`src/logic/sdg_consts.vh`:
```
/*
 * Constants for the SDRAM command and timing guard (device side).
 * Assumes inclusion by bare name from the design files of this block.
 */
`ifndef SDG_CONSTS_VH
`define SDG_CONSTS_VH

// ************************************************************
// Command encodings {cs_n, ras_n, cas_n, we_n}
// ************************************************************
`define SDG_CMD_NOP     4'h7
`define SDG_CMD_ACT     4'h3
`define SDG_CMD_RD      4'h5
`define SDG_CMD_WR      4'h4
`define SDG_CMD_BST     4'h6
`define SDG_CMD_PRE     4'h2
`define SDG_CMD_REF     4'h1
`define SDG_CMD_MRS     4'h0

// ************************************************************
// Mode register fields
// ************************************************************
`define SDG_MR_BL_LSB   0
`define SDG_MR_BT_BIT   3
`define SDG_MR_CL_LSB   4
`define SDG_MR_BL_RST   3'h2
`define SDG_MR_CL_RST   3'h3
`define SDG_CL_SUPP     3'h3

// ************************************************************
// Address bit that requests auto precharge / all-bank precharge
// ************************************************************
`define SDG_AP_BIT      10

// ************************************************************
// Cycle counts and ns timings
// ************************************************************
`define SDG_CL_CYC      3
`define SDG_ROH_CYC     3
`define SDG_CKED_CYC    1
`define SDG_PED_CYC     1
`define SDG_WR_NS       20
`define SDG_TCK_NS      10
`define SDG_WR_CYC      ((`SDG_WR_NS + `SDG_TCK_NS - 1) / `SDG_TCK_NS)

`endif

```
`src/logic/sdg_bank.v`:
```
/*
 * One bank of the SDRAM device: row capture, open flag, auto
 * precharge at end of burst.
 * Assumes commands already decoded and qualified by clock enable.
 */
`timescale 1ns/1ns
`default_nettype none
`include "sdg_consts.vh"

module sdg_bank #(
  parameter ROW_W = 12
) (
  input  wire             clk_i,
  input  wire             resetn_i,
  input  wire             act_i,
  input  wire [ROW_W-1:0] row_i,
  input  wire             pre_i,
  input  wire             ap_done_i,
  output reg              open_o,
  output reg  [ROW_W-1:0] row_o
);

  // ************************************************************
  // Row state
  // ************************************************************
  always @(posedge clk_i) begin
    if (!resetn_i) begin
      open_o <= 1'b0;
      row_o  <= {ROW_W{1'b0}};
    end else if (act_i) begin
      open_o <= 1'b1;                  // [RQ22]
      row_o  <= row_i;                 // [RQ22]
    end else if (pre_i || ap_done_i) begin
      open_o <= 1'b0;                  // [RQ23]
    end
  end

endmodule
`default_nettype wire

```
`src/logic/sdg_device.v`:
```
/*
 * Device-side command sequencer of a quad-bank SDR SDRAM: decodes
 * commands, tracks banks, runs bursts with interleaved column order,
 * data mask, clock suspend, self refresh and output release.
 * Assumes a controller that meets all its spacing and refresh duties;
 * no timing violation is checked here.
 */
// Functional notes
// [RQ1] Controller idles 100 us then issues two auto refresh before access.
// [RQ2] After refresh period violation, controller repeats two wake-up refreshes.
// [RQ3] Controller issues 4096 refreshes in every 64 ms.
// [RQ4] Activate to read or write at least 22.5 or 30 ns.
// [RQ5] Row open between 44/50 ns and 16K ns before precharge.
// [RQ6] Auto refresh to activate at least 60 or 80 ns.
// [RQ7] Precharge to activate same bank at least 22.5 or 30 ns.
// [RQ8] Activates to different banks at least 15 or 20 ns apart.
// [RQ9] Last write data to precharge: 2 clocks and 20 ns.
// [RQ10] Write with auto precharge: 5 clocks before next activate.
// [RQ11] Two clocks after mode register load before next command.
// [RQ12] Eight clocks after self refresh exit before activate.
// [RQ13] Column commands may follow each other every clock.
// [RQ14] First write data taken with the write command itself.
// [RQ15] Data mask acts on write data in the same cycle.
// [RQ16] Outputs go high impedance three clocks after precharge ends read.
// [RQ17] Clock enable low suspends or powers down one clock later.
// [RQ18] Clock enable high resumes one clock later.
// [RQ19] With latency three, clock period at least 7.5 or 10 ns.
// [RQ20] Only CAS latency three is supported.
// [RQ21] Burst length 1, 2 or 4, interleaved; device generates columns.
// [RQ22] Activate address picks bank and row; column command gives column.
// [RQ23] Auto precharge closes the row at burst end.
// [RQ24] Controller rounds ns minimums up to clocks, tracks banks.
// [RQ25] Controller spreads refreshes about every 15.6 us, refresh first.
`timescale 1ns/1ns
`default_nettype none
`include "sdg_consts.vh"

module sdg_device #(
  parameter ROW_W = 12,
  parameter COL_W = 10,
  parameter DQ_W  = 16,
  parameter DM_W  = 2
) (
  input  wire              clk_i,
  input  wire              resetn_i,
  input  wire              cke_i,
  input  wire              cs_n_i,
  input  wire              ras_n_i,
  input  wire              cas_n_i,
  input  wire              we_n_i,
  input  wire [1:0]        ba_i,
  input  wire [ROW_W-1:0]  addr_i,
  input  wire [DM_W-1:0]   dqm_i,
  input  wire [DQ_W-1:0]   dq_i,
  input  wire [DQ_W-1:0]   rd_data_i,
  output reg  [DQ_W-1:0]   dq_o,
  output reg               dq_oe_n_o,
  output reg               wr_en_o,
  output reg  [DM_W-1:0]   wr_be_o,
  output reg  [DQ_W-1:0]   wr_data_o,
  output reg               rd_en_o,
  output reg  [1:0]        mem_bank_o,
  output reg  [ROW_W-1:0]  mem_row_o,
  output reg  [COL_W-1:0]  mem_col_o,
  output reg               suspended_o,
  output reg               self_refresh_o,
  output reg               refresh_o,
  output reg  [2:0]        burst_len_o,
  output reg               cl_bad_o,
  output reg  [3:0]        bank_open_o
);

  // ************************************************************
  // Burst states
  // ************************************************************
  localparam [2:0] ST_IDLE = 3'h1;
  localparam [2:0] ST_RD   = 3'h2;
  localparam [2:0] ST_WR   = 3'h4;
  localparam [1:0] ROH_LOAD = `SDG_ROH_CYC - 1;

  reg  [2:0]       state_r;
  reg  [2:0]       state_nxt;
  reg              cke_d_r;
  reg  [2:0]       mr_bl_r;
  reg  [2:0]       beat_r;
  reg  [2:0]       blen_r;
  reg  [1:0]       bbank_r;
  reg  [COL_W-1:0] bcol_r;
  reg              bap_r;
  reg  [`SDG_CL_CYC-2:0] rd_pipe_r;
  reg  [1:0]       roh_r;
  reg              burst_end;
  wire [3:0]       cmd;
  wire             live;
  wire [ROW_W-1:0] bank_row [0:3];

  // Interleaved order is a plain XOR of beat into low column bits
  function [COL_W-1:0] ilv_col;
    input [COL_W-1:0] base;
    input [2:0]       beat;
    begin
      ilv_col = {base[COL_W-1:2], base[1:0] ^ beat[1:0]};   // [RQ21]
    end
  endfunction

  function [2:0] bl_beats;
    input [2:0] code;
    begin
      case (code)
        3'h0:    bl_beats = 3'h1;
        3'h1:    bl_beats = 3'h2;
        default: bl_beats = 3'h4;   // [RQ21]
      endcase
    end
  endfunction

  // ************************************************************
  // Command decode; clock enable registered one cycle
  // ************************************************************
  assign cmd  = {cs_n_i, ras_n_i, cas_n_i, we_n_i};
  assign live = cke_d_r && !self_refresh_o;   // [RQ17] [RQ18]

  always @(posedge clk_i) begin
    if (!resetn_i) begin
      cke_d_r        <= 1'b1;
      suspended_o    <= 1'b0;
      self_refresh_o <= 1'b0;
      refresh_o      <= 1'b0;
      mr_bl_r        <= `SDG_MR_BL_RST;
      burst_len_o    <= 3'h4;
      cl_bad_o       <= 1'b0;
    end else begin
      cke_d_r     <= cke_i;
      suspended_o <= !cke_i;                        // [RQ17] [RQ18]
      refresh_o   <= live && cke_i && cmd == `SDG_CMD_REF;
      if (live && !cke_i && cmd == `SDG_CMD_REF && state_r == ST_IDLE)
        self_refresh_o <= 1'b1;
      else if (self_refresh_o && cke_i)
        self_refresh_o <= 1'b0;                     // [RQ18]
      if (live && cmd == `SDG_CMD_MRS) begin
        mr_bl_r     <= addr_i[`SDG_MR_BL_LSB +: 3];
        burst_len_o <= bl_beats(addr_i[`SDG_MR_BL_LSB +: 3]);
        // Any latency but three or sequential order is flagged
        cl_bad_o    <= addr_i[`SDG_MR_CL_LSB +: 3] != `SDG_CL_SUPP ||
                       !addr_i[`SDG_MR_BT_BIT];     // [RQ20] [RQ21]
      end
    end
  end

  // ************************************************************
  // Banks
  // ************************************************************
  genvar g;
  generate
    for (g = 0; g < 4; g = g + 1) begin : g_bank
      sdg_bank #(.ROW_W(ROW_W)) u_bank (
        .clk_i     (clk_i),
        .resetn_i  (resetn_i),
        .act_i     (live && cmd == `SDG_CMD_ACT && ba_i == g),
        .row_i     (addr_i),
        .pre_i     (live && cmd == `SDG_CMD_PRE &&
                    (addr_i[`SDG_AP_BIT] || ba_i == g)),
        .ap_done_i (burst_end && bap_r && bbank_r == g),
        .open_o    (bank_open_o[g]),
        .row_o     (bank_row[g])
      );
    end
  endgenerate

  // ************************************************************
  // Burst sequencer
  // ************************************************************
  always @* begin
    state_nxt = state_r;
    burst_end = 1'b0;
    case (state_r)
      ST_IDLE: state_nxt = ST_IDLE;
      ST_RD,
      ST_WR: begin
        if (live && beat_r + 3'h1 >= blen_r) begin
          burst_end = 1'b1;                         // [RQ23]
          state_nxt = ST_IDLE;
        end
        if (live && (cmd == `SDG_CMD_BST || cmd == `SDG_CMD_PRE))
          state_nxt = ST_IDLE;
      end
      default: state_nxt = ST_IDLE;
    endcase
    // A new column command cuts the running burst short
    if (live && cmd == `SDG_CMD_RD)
      state_nxt = ST_RD;                            // [RQ13]
    if (live && cmd == `SDG_CMD_WR)
      state_nxt = ST_WR;                            // [RQ13]
  end

  always @(posedge clk_i) begin
    if (!resetn_i) begin
      state_r   <= ST_IDLE;
      beat_r    <= 3'h0;
      blen_r    <= 3'h1;
      bbank_r   <= 2'h0;
      bcol_r    <= {COL_W{1'b0}};
      bap_r     <= 1'b0;
      wr_en_o   <= 1'b0;
      wr_be_o   <= {DM_W{1'b0}};
      wr_data_o <= {DQ_W{1'b0}};
      rd_en_o   <= 1'b0;
      mem_bank_o <= 2'h0;
      mem_row_o <= {ROW_W{1'b0}};
      mem_col_o <= {COL_W{1'b0}};
    end else begin
      state_r <= state_nxt;
      wr_en_o <= 1'b0;
      rd_en_o <= 1'b0;
      if (live && (cmd == `SDG_CMD_RD || cmd == `SDG_CMD_WR)) begin
        bbank_r    <= ba_i;                         // [RQ22]
        bcol_r     <= addr_i[COL_W-1:0];
        bap_r      <= addr_i[`SDG_AP_BIT];
        blen_r     <= bl_beats(mr_bl_r);
        beat_r     <= 3'h1;
        mem_bank_o <= ba_i;
        mem_row_o  <= bank_row[ba_i];
        mem_col_o  <= addr_i[COL_W-1:0];
        rd_en_o    <= cmd == `SDG_CMD_RD;
        wr_en_o    <= cmd == `SDG_CMD_WR;           // [RQ14]
        wr_data_o  <= dq_i;                         // [RQ14]
        wr_be_o    <= ~dqm_i;                       // [RQ15]
      end else if (live && (state_r == ST_RD || state_r == ST_WR) &&
                   beat_r < blen_r &&
                   cmd != `SDG_CMD_BST && cmd != `SDG_CMD_PRE) begin
        beat_r    <= beat_r + 3'h1;
        mem_col_o <= ilv_col(bcol_r, beat_r);       // [RQ21]
        rd_en_o   <= state_r == ST_RD;
        wr_en_o   <= state_r == ST_WR;
        wr_data_o <= dq_i;
        wr_be_o   <= ~dqm_i;                        // [RQ15]
      end
    end
  end

  // ************************************************************
  // Read data pipe and output release
  // ************************************************************
  always @(posedge clk_i) begin
    if (!resetn_i) begin
      rd_pipe_r <= {(`SDG_CL_CYC-1){1'b0}};
      roh_r     <= 2'h0;
      dq_o      <= {DQ_W{1'b0}};
      dq_oe_n_o <= 1'b1;
    end else begin
      // Stage one already holds the memory read strobe delay
      rd_pipe_r <= {rd_pipe_r[`SDG_CL_CYC-3:0], rd_en_o};    // [RQ20]
      if (live && cmd == `SDG_CMD_PRE && state_r == ST_RD)
        roh_r <= ROH_LOAD;                                   // [RQ16]
      else if (roh_r != 2'h0)
        roh_r <= roh_r - 2'h1;
      dq_o <= rd_data_i;
      if (roh_r == 2'h1)
        dq_oe_n_o <= 1'b1;                                   // [RQ16]
      else if (rd_pipe_r[`SDG_CL_CYC-2] && roh_r == 2'h0)
        dq_oe_n_o <= 1'b0;
      else if (!rd_pipe_r[`SDG_CL_CYC-2])
        dq_oe_n_o <= 1'b1;
    end
  end

endmodule
`default_nettype wire

```
`config.mk`:
```
export PLATFORM = sky130hd
export DESIGN_NAME = sdg_device
export DESIGN_NICKNAME = d
export VERILOG_FILES = /design/src/logic/sdg_bank.v /design/src/logic/sdg_device.v
export VERILOG_INCLUDE_DIRS = /design/src /design/src/logic
export SDC_FILE = /design/constraint.sdc
export NUM_CORES = 1
export LEC_CHECK = 0
export ABC_AREA = 1
export BUFFER_PORTS_ARGS = -buffer_cell sky130_fd_sc_hd__buf_2
export CAP_MARGIN = 10
export CORE_UTILIZATION = 54
export DETAILED_ROUTE_END_ITERATION = 8
export MAX_ROUTING_LAYER = met4
export PLACE_DENSITY = 0.82
export SYNTH_ARGS = -nofsm -noshare
export SYNTH_HDL_FRONTEND = slang
export SYNTH_SLANG_ARGS = --single-unit
```
`constraint.sdc`:
```
create_clock -name clk_i -period 2.1 [get_ports clk_i]
set_input_delay 0.42 -clock clk_i [delete_from_list [all_inputs] [get_ports clk_i]]
set_output_delay 0.42 -clock clk_i [all_outputs]
set_load 0.01 [all_outputs]
```
# Word level (Yosys, flattened, before mapping)
# Cells that the tools add are included.
dict set report totals {
  reg_bits 148
  in_bits 55
}
dict set report op_classes {
  add_sub_neg 2
  n_lt_le_gt_ge 3
  eq_ne 24
  mux 38
  bitwise_logic 4
  reduce_logical 68
}
# op n
set ops {}
lappend ops {{logical AND 1 bit} 34}
lappend ops {{2-to-1 mux 16 bit} 2}
lappend ops {{binary-select mux 12 bit (select 2 bit)} 1}
lappend ops {{2-to-1 mux 12 bit} 2}
lappend ops {{2-to-1 mux 1 bit} 20}
lappend ops {{2-to-1 mux 10 bit} 2}
lappend ops {{nonzero test 2 bit} 8}
lappend ops {{2-to-1 mux 3 bit} 5}
lappend ops {{== test 4 x 3 -> 1 bit (second input constant)} 3}
lappend ops {{logical OR 1 bit} 12}
lappend ops {{case mux 3 bit (2 select lines)} 2}
lappend ops {{OR reduction 2 bit} 5}
lappend ops {{== test 3 x 1 -> 1 bit (second input constant)} 3}
lappend ops {{== test 2 bit (second input constant)} 4}
lappend ops {{== test 4 x 2 -> 1 bit (second input constant)} 2}
lappend ops {{2-to-1 mux 2 bit} 4}
lappend ops {{== test 2 x 1 -> 1 bit (second input constant)} 3}
lappend ops {{logical NOT 2 bit} 3}
lappend ops {{logical NOT 3 bit} 2}
lappend ops {{!= test 5 bit (second input constant)} 1}
lappend ops {{== test 4 x 1 -> 1 bit (second input constant)} 1}
lappend ops {{logical NOT 4 bit} 1}
lappend ops {{!= test 4 x 2 -> 1 bit (second input constant)} 1}
lappend ops {{!= test 4 x 3 -> 1 bit (second input constant)} 1}
lappend ops {{other kinds (15)} 17}

# Logic depth before layout (Yosys ltp)
dict set report depth {
  ltp_word 10
  depth_mapped 12
  depth_no_buf 10
}

# Cells and area by module
# A second synthesis with hierarchy kept.
dict set report hier_totals {
  cells_unflattened 760
  hier_area_um2 6044.5
}
# module n_inst cells_per_inst area_each_um2 seq_area_each_um2
set by_module_without_submodules {}
lappend by_module_without_submodules {sdg_device 1 528 4077.7 1921.8}
lappend by_module_without_submodules {sdg_bank 4 58 491.7 260.2}

# Worst setup path after synthesis
# No wires, ideal clock.
dict set report synth_path {
  path_type {register to register}
  from {register beat_r[0]}
  to {register state_r[2]}
  setup_ps 131
  arrival_time_ps 1502
  required_ps 1969
  setup_slack_ps 468
  path_stages_with_launch 9
  period_less_slack_ps 1632
  cell_sequence {dfxtp_1 -> ha_1 -> xor2_1 -> ha_1 -> a21oi_1 -> a21oi_1 -> inv_1 -> nand2_1 -> o22ai_1}
}
dict set report synth_via {
  elab_chain_cells 4
}
# element line_no
set synth_rtl {}
lappend synth_rtl {{from (decl)} sdg_device.v:85} ;# reg [2:0] beat_r;
lappend synth_rtl {{from (signal assigned)} sdg_device.v:231} ;# beat_r <= beat_r + 3'h1;
lappend synth_rtl {{adder 3 x 1 -> 3 bit} sdg_device.v:180} ;# if (live && beat_r + 3'h1 >= blen_r) begin
lappend synth_rtl {{>= comparator 3 bit} sdg_device.v:180}
lappend synth_rtl {{logical AND 1 bit} sdg_device.v:180}
lappend synth_rtl {{!= test 5 bit (no source line)} --}
lappend synth_rtl {{to (signal assigned)} sdg_device.v:212} ;# state_r <= state_nxt;
lappend synth_rtl {{to (decl)} sdg_device.v:81} ;# reg [2:0] state_r;
# No other way between the ends.
# A chain may end at the register's enable or synchronous reset.

# Worst setup path after layout
dict set report layout_path {
  from {register beat_r[0]}
  to {register g_bank[3].u_bank.open_o}
}
dict set report layout_via {
  elab_chain_cells 9
}
# element line_no
set layout_rtl {}
lappend layout_rtl {{adder 3 x 1 -> 3 bit} sdg_device.v:180}
lappend layout_rtl {{>= comparator 3 bit} sdg_device.v:180}
lappend layout_rtl {{logical AND 1 bit} sdg_device.v:180}
lappend layout_rtl {{2-to-1 mux 1 bit} sdg_device.v:180}
lappend layout_rtl {{2-to-1 mux 1 bit} sdg_device.v:176} ;# case (state_r)
lappend layout_rtl {{logical AND 1 bit (2 in series)} sdg_device.v:163} ;# .ap_done_i (burst_end && bap_r && bbank_r == g),
lappend layout_rtl {{logical OR 1 bit} sdg_bank.v:33} ;# end else if (pre_i || ap_done_i) begin
lappend layout_rtl {{nonzero test 2 bit (no source line)} --}
lappend layout_rtl {{to (signal assigned)} sdg_bank.v:28} ;# open_o <= 1'b0;
lappend layout_rtl {{to (signal assigned)} sdg_bank.v:31} ;# open_o <= 1'b1;
lappend layout_rtl {{to (signal assigned)} sdg_bank.v:34} ;# open_o <= 1'b0;
lappend layout_rtl {{to (decl)} sdg_bank.v:19} ;# output reg open_o,
# No other way between the ends.

==> flow_summary_export.csv <==
group,metric,value,unit
power_and_ir_drop,internal_power,4910,uW
power_and_ir_drop,clock_power_share,46.9,%
detailed_routing,drc,0,
detailed_routing,route.antenna.remaining_nets,0,
timing,final.setup_skew,0.00717,ns
worst_setup_path,reg2reg_from,"beat_r[0]",
global_route,grt_start_max_net_pins,71,
logic_synthesis,synthesis.yosys.warnings,0,
worst_setup_path,setup.worst_path.start,"beat_r[0]",
logic_synthesis,synthesis.nets,829,
cells_and_area,stdcell_area,7250,sq um
worst_setup_path,cpPeakStageDelay,0.40,ns
global_route,met3_usage,4.92,%
clock_network,cts_root_buffer,"sky130_fd_sc_hd__clkbuf_8",
worst_setup_path,critical_path.top_delay_family,"adder cells",
global_route,globalRouteOverflowTotal,0,
worst_setup_path,worst_ep_required_time,2.48,ns
cells_and_area,layout.cells.most_common_list,"sky130_fd_sc_hd__nor2_1 (176), sky130_fd_sc_hd__dfxtp_1 (148), sky130_fd_sc_hd__buf_2 (126), sky130_fd_sc_hd__nand2_1 (108), sky130_fd_sc_hd__o21ai_0 (72)",
run_status,outcome,"completed",
clock_network,clock_transition_time_at_the_flip_flop_clock_pins_of_the_worst_setup_and_hold_paths,0.06,ns
flow_run,max-cap-violations,0,
clock_network,cts-buffers-inserted,17,
clock_network,cts-htree-levels,4,
global_route,grt_antenna_before_repair,0,
logic_synthesis,synth.largest_area_cell,"sky130_fd_sc_hd__dfxtp_1",
logic_synthesis,postSynthCellCount,767,
timing,worst_slew_pin_slew,0.623,ns
worst_setup_path,arrival_worst_endpoint,2.34,ns
timing,fin_crit_sh,93.4,%
clock_network,post_cts_resized,0,
placement,detailed_place_hpwl,9470,um
timing,timing.final.max_slew_violations,0,
placement,placement.cell_area,6660,sq um
logic_synthesis,post-synth-top-area-fraction,50.1,%
power_and_ir_drop,cellPowerDensity,886,nW/um^2
global_route,grt_first_pass_wirelength,23600,um
timing,fmaxAchievable,510,MHz
global_route,m1_gr_usage,32.5,%
timing,report.final.hold_viol_count,0,
cells_and_area,antenna_cells,0,
worst_setup_path,timing.critical_path.from_type,"register",
worst_setup_path,worst_path_most_repeated_cell,"sky130_fd_sc_hd__a21oi_1",
hold_path,worst_hold_path_type,"input port to register",
logic_synthesis,synth_enable_flop_cells,0,
worst_setup_path,crit_buf_inv,0,
logic_synthesis,synth-seq-area-share,50.1,%
logic_synthesis,yosys_register_bits,148,
die,design.core.area,10500,sq um
placement,gp_congestion,0.829,
cells_and_area,syn_to_final_growth,22.6,%
detailed_routing,drtIter0Drc,387,
power_and_ir_drop,power.share.switching,23.5,%
die,die_area,11400,sq um
global_route,grt_pass1_vias,5001,
worst_setup_path,worst_setup_path_end_kind,"register",
worst_setup_path,highest_fanout_seen_on_the_critical_path,5,
clock_network,clock_tree_from_tritoncts,"built",
clock_network,cts_hold_buf,0,
timing,worst_relative_slew_slack,58.4,%
die,start_util,56.5,%
hold_path,hold_start,"rd_data_i[10]",
global_route,grt_use_met2,44.5,%
cells_and_area,area_occupied_by_multi_input_gates,2490,sq um
global_route,track_usage,26.9,%
timing,finalSetupViolCount,0,
worst_setup_path,slowest_stage,"sky130_fd_sc_hd__a21oi_1",
logic_synthesis,ys_types,34,
timing,totalNegativeSetupSlack,0,ns
timing,final.min_clock_period,1.96,ns
worst_setup_path,crit_chain,"ha_1 -> xor2_1 -> ha_1 -> a21oi_1 -> a21oi_1 -> nand3_1 -> nand2_1 -> a21oi_1",
detailed_routing,drtPass1Iterations,5,
power_and_ir_drop,p_comb_share,7.6,%
detailed_routing,final_wirelength,14400,um
cells_and_area,num-fill-cells,883,
cells_and_area,fin_nets,947,
detailed_routing,detail_route.vias_per_cell,5.20,
cells_and_area,post_route_cells_drive_above_1_share,22.3,%
detailed_routing,vias,5376,
clock_network,postCtsSetupBuffers,0,
global_route,grt.busiest_layer,"met2",
cells_and_area,mostFrequentLayoutCell,"sky130_fd_sc_hd__nor2_1",
logic_synthesis,synthArstFlopShare,0,%
timing,grt_setup_unrepaired,"no",
logic_synthesis,syn_area,5920,sq um
power_and_ir_drop,power.switching,1510,uW
logic_synthesis,netlist_top_cells_area,"sky130_fd_sc_hd__dfxtp_1 (50%), sky130_fd_sc_hd__nor2_1 (11%), sky130_fd_sc_hd__nand2_1 (6.9%)",
worst_setup_path,timing_worst_setup_path_type,"register to register",
logic_synthesis,dominantRegCellSynth,"sky130_fd_sc_hd__dfxtp_1",
cells_and_area,seq_area,2960,sq um
power_and_ir_drop,pwr-share-seq,45.5,%
power_and_ir_drop,leakage,0.00347,uW
die,top_level_ports,127,
clock_network,max-clock-path-buffers,2,
die,die-height,107,um
clock_network,clock-sinks,148,
die,die_w,107,um
die,core.rowCount,37,
logic_synthesis,syn-mean-instance-area,7.71,sq um
placement,placement.io_buffers,126,
clock_network,clock_latency,0.52,ns
detailed_routing,routed_wire_length_per_instance,13.9,um
power_and_ir_drop,irDropWorstVdd,468,uV
## kinds of logic after synthesis
group | count (synthesis) | synth area share (%)
AOI/OAI and AO/OA | 144 | 13.9
DFF | 148 | 50.1
and+or+nand+nor | 356 | 26.3
buffers and inverters | 109 | 7.78
xor gates and xnor gates | 3 | 0.444
adders and majority gates | 7 | 1.48
## sequential cells by signal, indices dropped and copies added (netlist names), 4 cells and up
| name | count |
|---|---|
| wr_data_o | 16 |
| dq_o | 16 |
| mem_col_o | 10 |
| g_bank.u_bank.open_o | 4 |
| g_bank.u_bank.row_o | 48 |
| bcol_r | 10 |
| mem_row_o | 12 |
## routing by layer
metal  up-vias  share of wire (%)
met1      2461                 43
met5         -                  0
met2       181                 50
met4         0                1.9
li1       2711                  -
met3        23                5.4
## final timing paths
path / to / slack (ns) / depth (start not counted)
max: g_bank[3].u_bank.open_o / 0.14 / 8
min: dq_o[10] / 0.08 / 3
max reg2reg: g_bank[3].u_bank.open_o / 0.14 / 8
min reg2reg: dq_oe_n_o / 0.41 / 1
## worst min-delay path, cell delays in order
cell and delay, ns:
sky130_fd_sc_hd__buf_2 0.07, sky130_fd_sc_hd__nand2_1 0.04, sky130_fd_sc_hd__inv_1 0.04
## cell usage after synthesis (2+ instances only)
library cell                 n
sky130_fd_sc_hd__clkbuf_1   22
sky130_fd_sc_hd__inv_2       3
sky130_fd_sc_hd__or2_2       2
sky130_fd_sc_hd__buf_2      17
sky130_fd_sc_hd__a211oi_1    2
sky130_fd_sc_hd__ha_1        7
sky130_fd_sc_hd__nand3b_1   28
sky130_fd_sc_hd__nand4_1     3
sky130_fd_sc_hd__nand3_1    19
sky130_fd_sc_hd__xor2_1      2
sky130_fd_sc_hd__buf_6       2
sky130_fd_sc_hd__nand2_1   108
sky130_fd_sc_hd__a31oi_1    12
sky130_fd_sc_hd__buf_4       4
sky130_fd_sc_hd__a21oi_1    28
sky130_fd_sc_hd__buf_1       2
sky130_fd_sc_hd__a22oi_1    24
sky130_fd_sc_hd__dfxtp_1   148
sky130_fd_sc_hd__nor2_2     10
sky130_fd_sc_hd__nand3_2     2
sky130_fd_sc_hd__nor2_1    176
sky130_fd_sc_hd__inv_1      59
sky130_fd_sc_hd__o22ai_1     2
sky130_fd_sc_hd__nor3_1      3
sky130_fd_sc_hd__nand2_2     2
sky130_fd_sc_hd__o21ai_0    72
## layout make-up
class,instances,area share [%]
flip-flops and latches,148,40.9
multi-input cells,510,34.4
repair buffers,146,11.1
clock buffers,19,5.95
inverters,62,3.21
well taps,136,2.35
clock inverters,12,2.14
## power groups by stage
stage	Sequential [uW]	Clock, uW	Combinational [uW]
final	2930	3010	487
after global routing	2930	3180	544
after CTS	2930	3030	487
after detailed placement	2990	0	480
after global placement	2980	0	473
after floorplan	3010	0	257
## per-stage QoR
| stage | hold WS (ns) | setup WS [ns] | power [uW] | instances | utilization (%) |
|---|---|---|---|---|---|
| 2_1_floorplan | 0.387 | 0.468 | 3270 | 767 | - |
| 3_3_place_gp | 0.394 | 0.275 | 3460 | 1002 | 63.7 |
| 3_5_place_dp | 0.400 | 0.217 | 3470 | 1002 | 63.7 |
| 4_1_cts | 0.0697 | 0.165 | 6440 | 1033 | 69.3 |
| 5_1_grt | 0.0772 | 0.0306 | 6660 | 1033 | 69.3 |
| 6_report | 0.0841 | 0.139 | 6420 | 1033 | 69.3 |
Power figures use the tool's default switching activity.
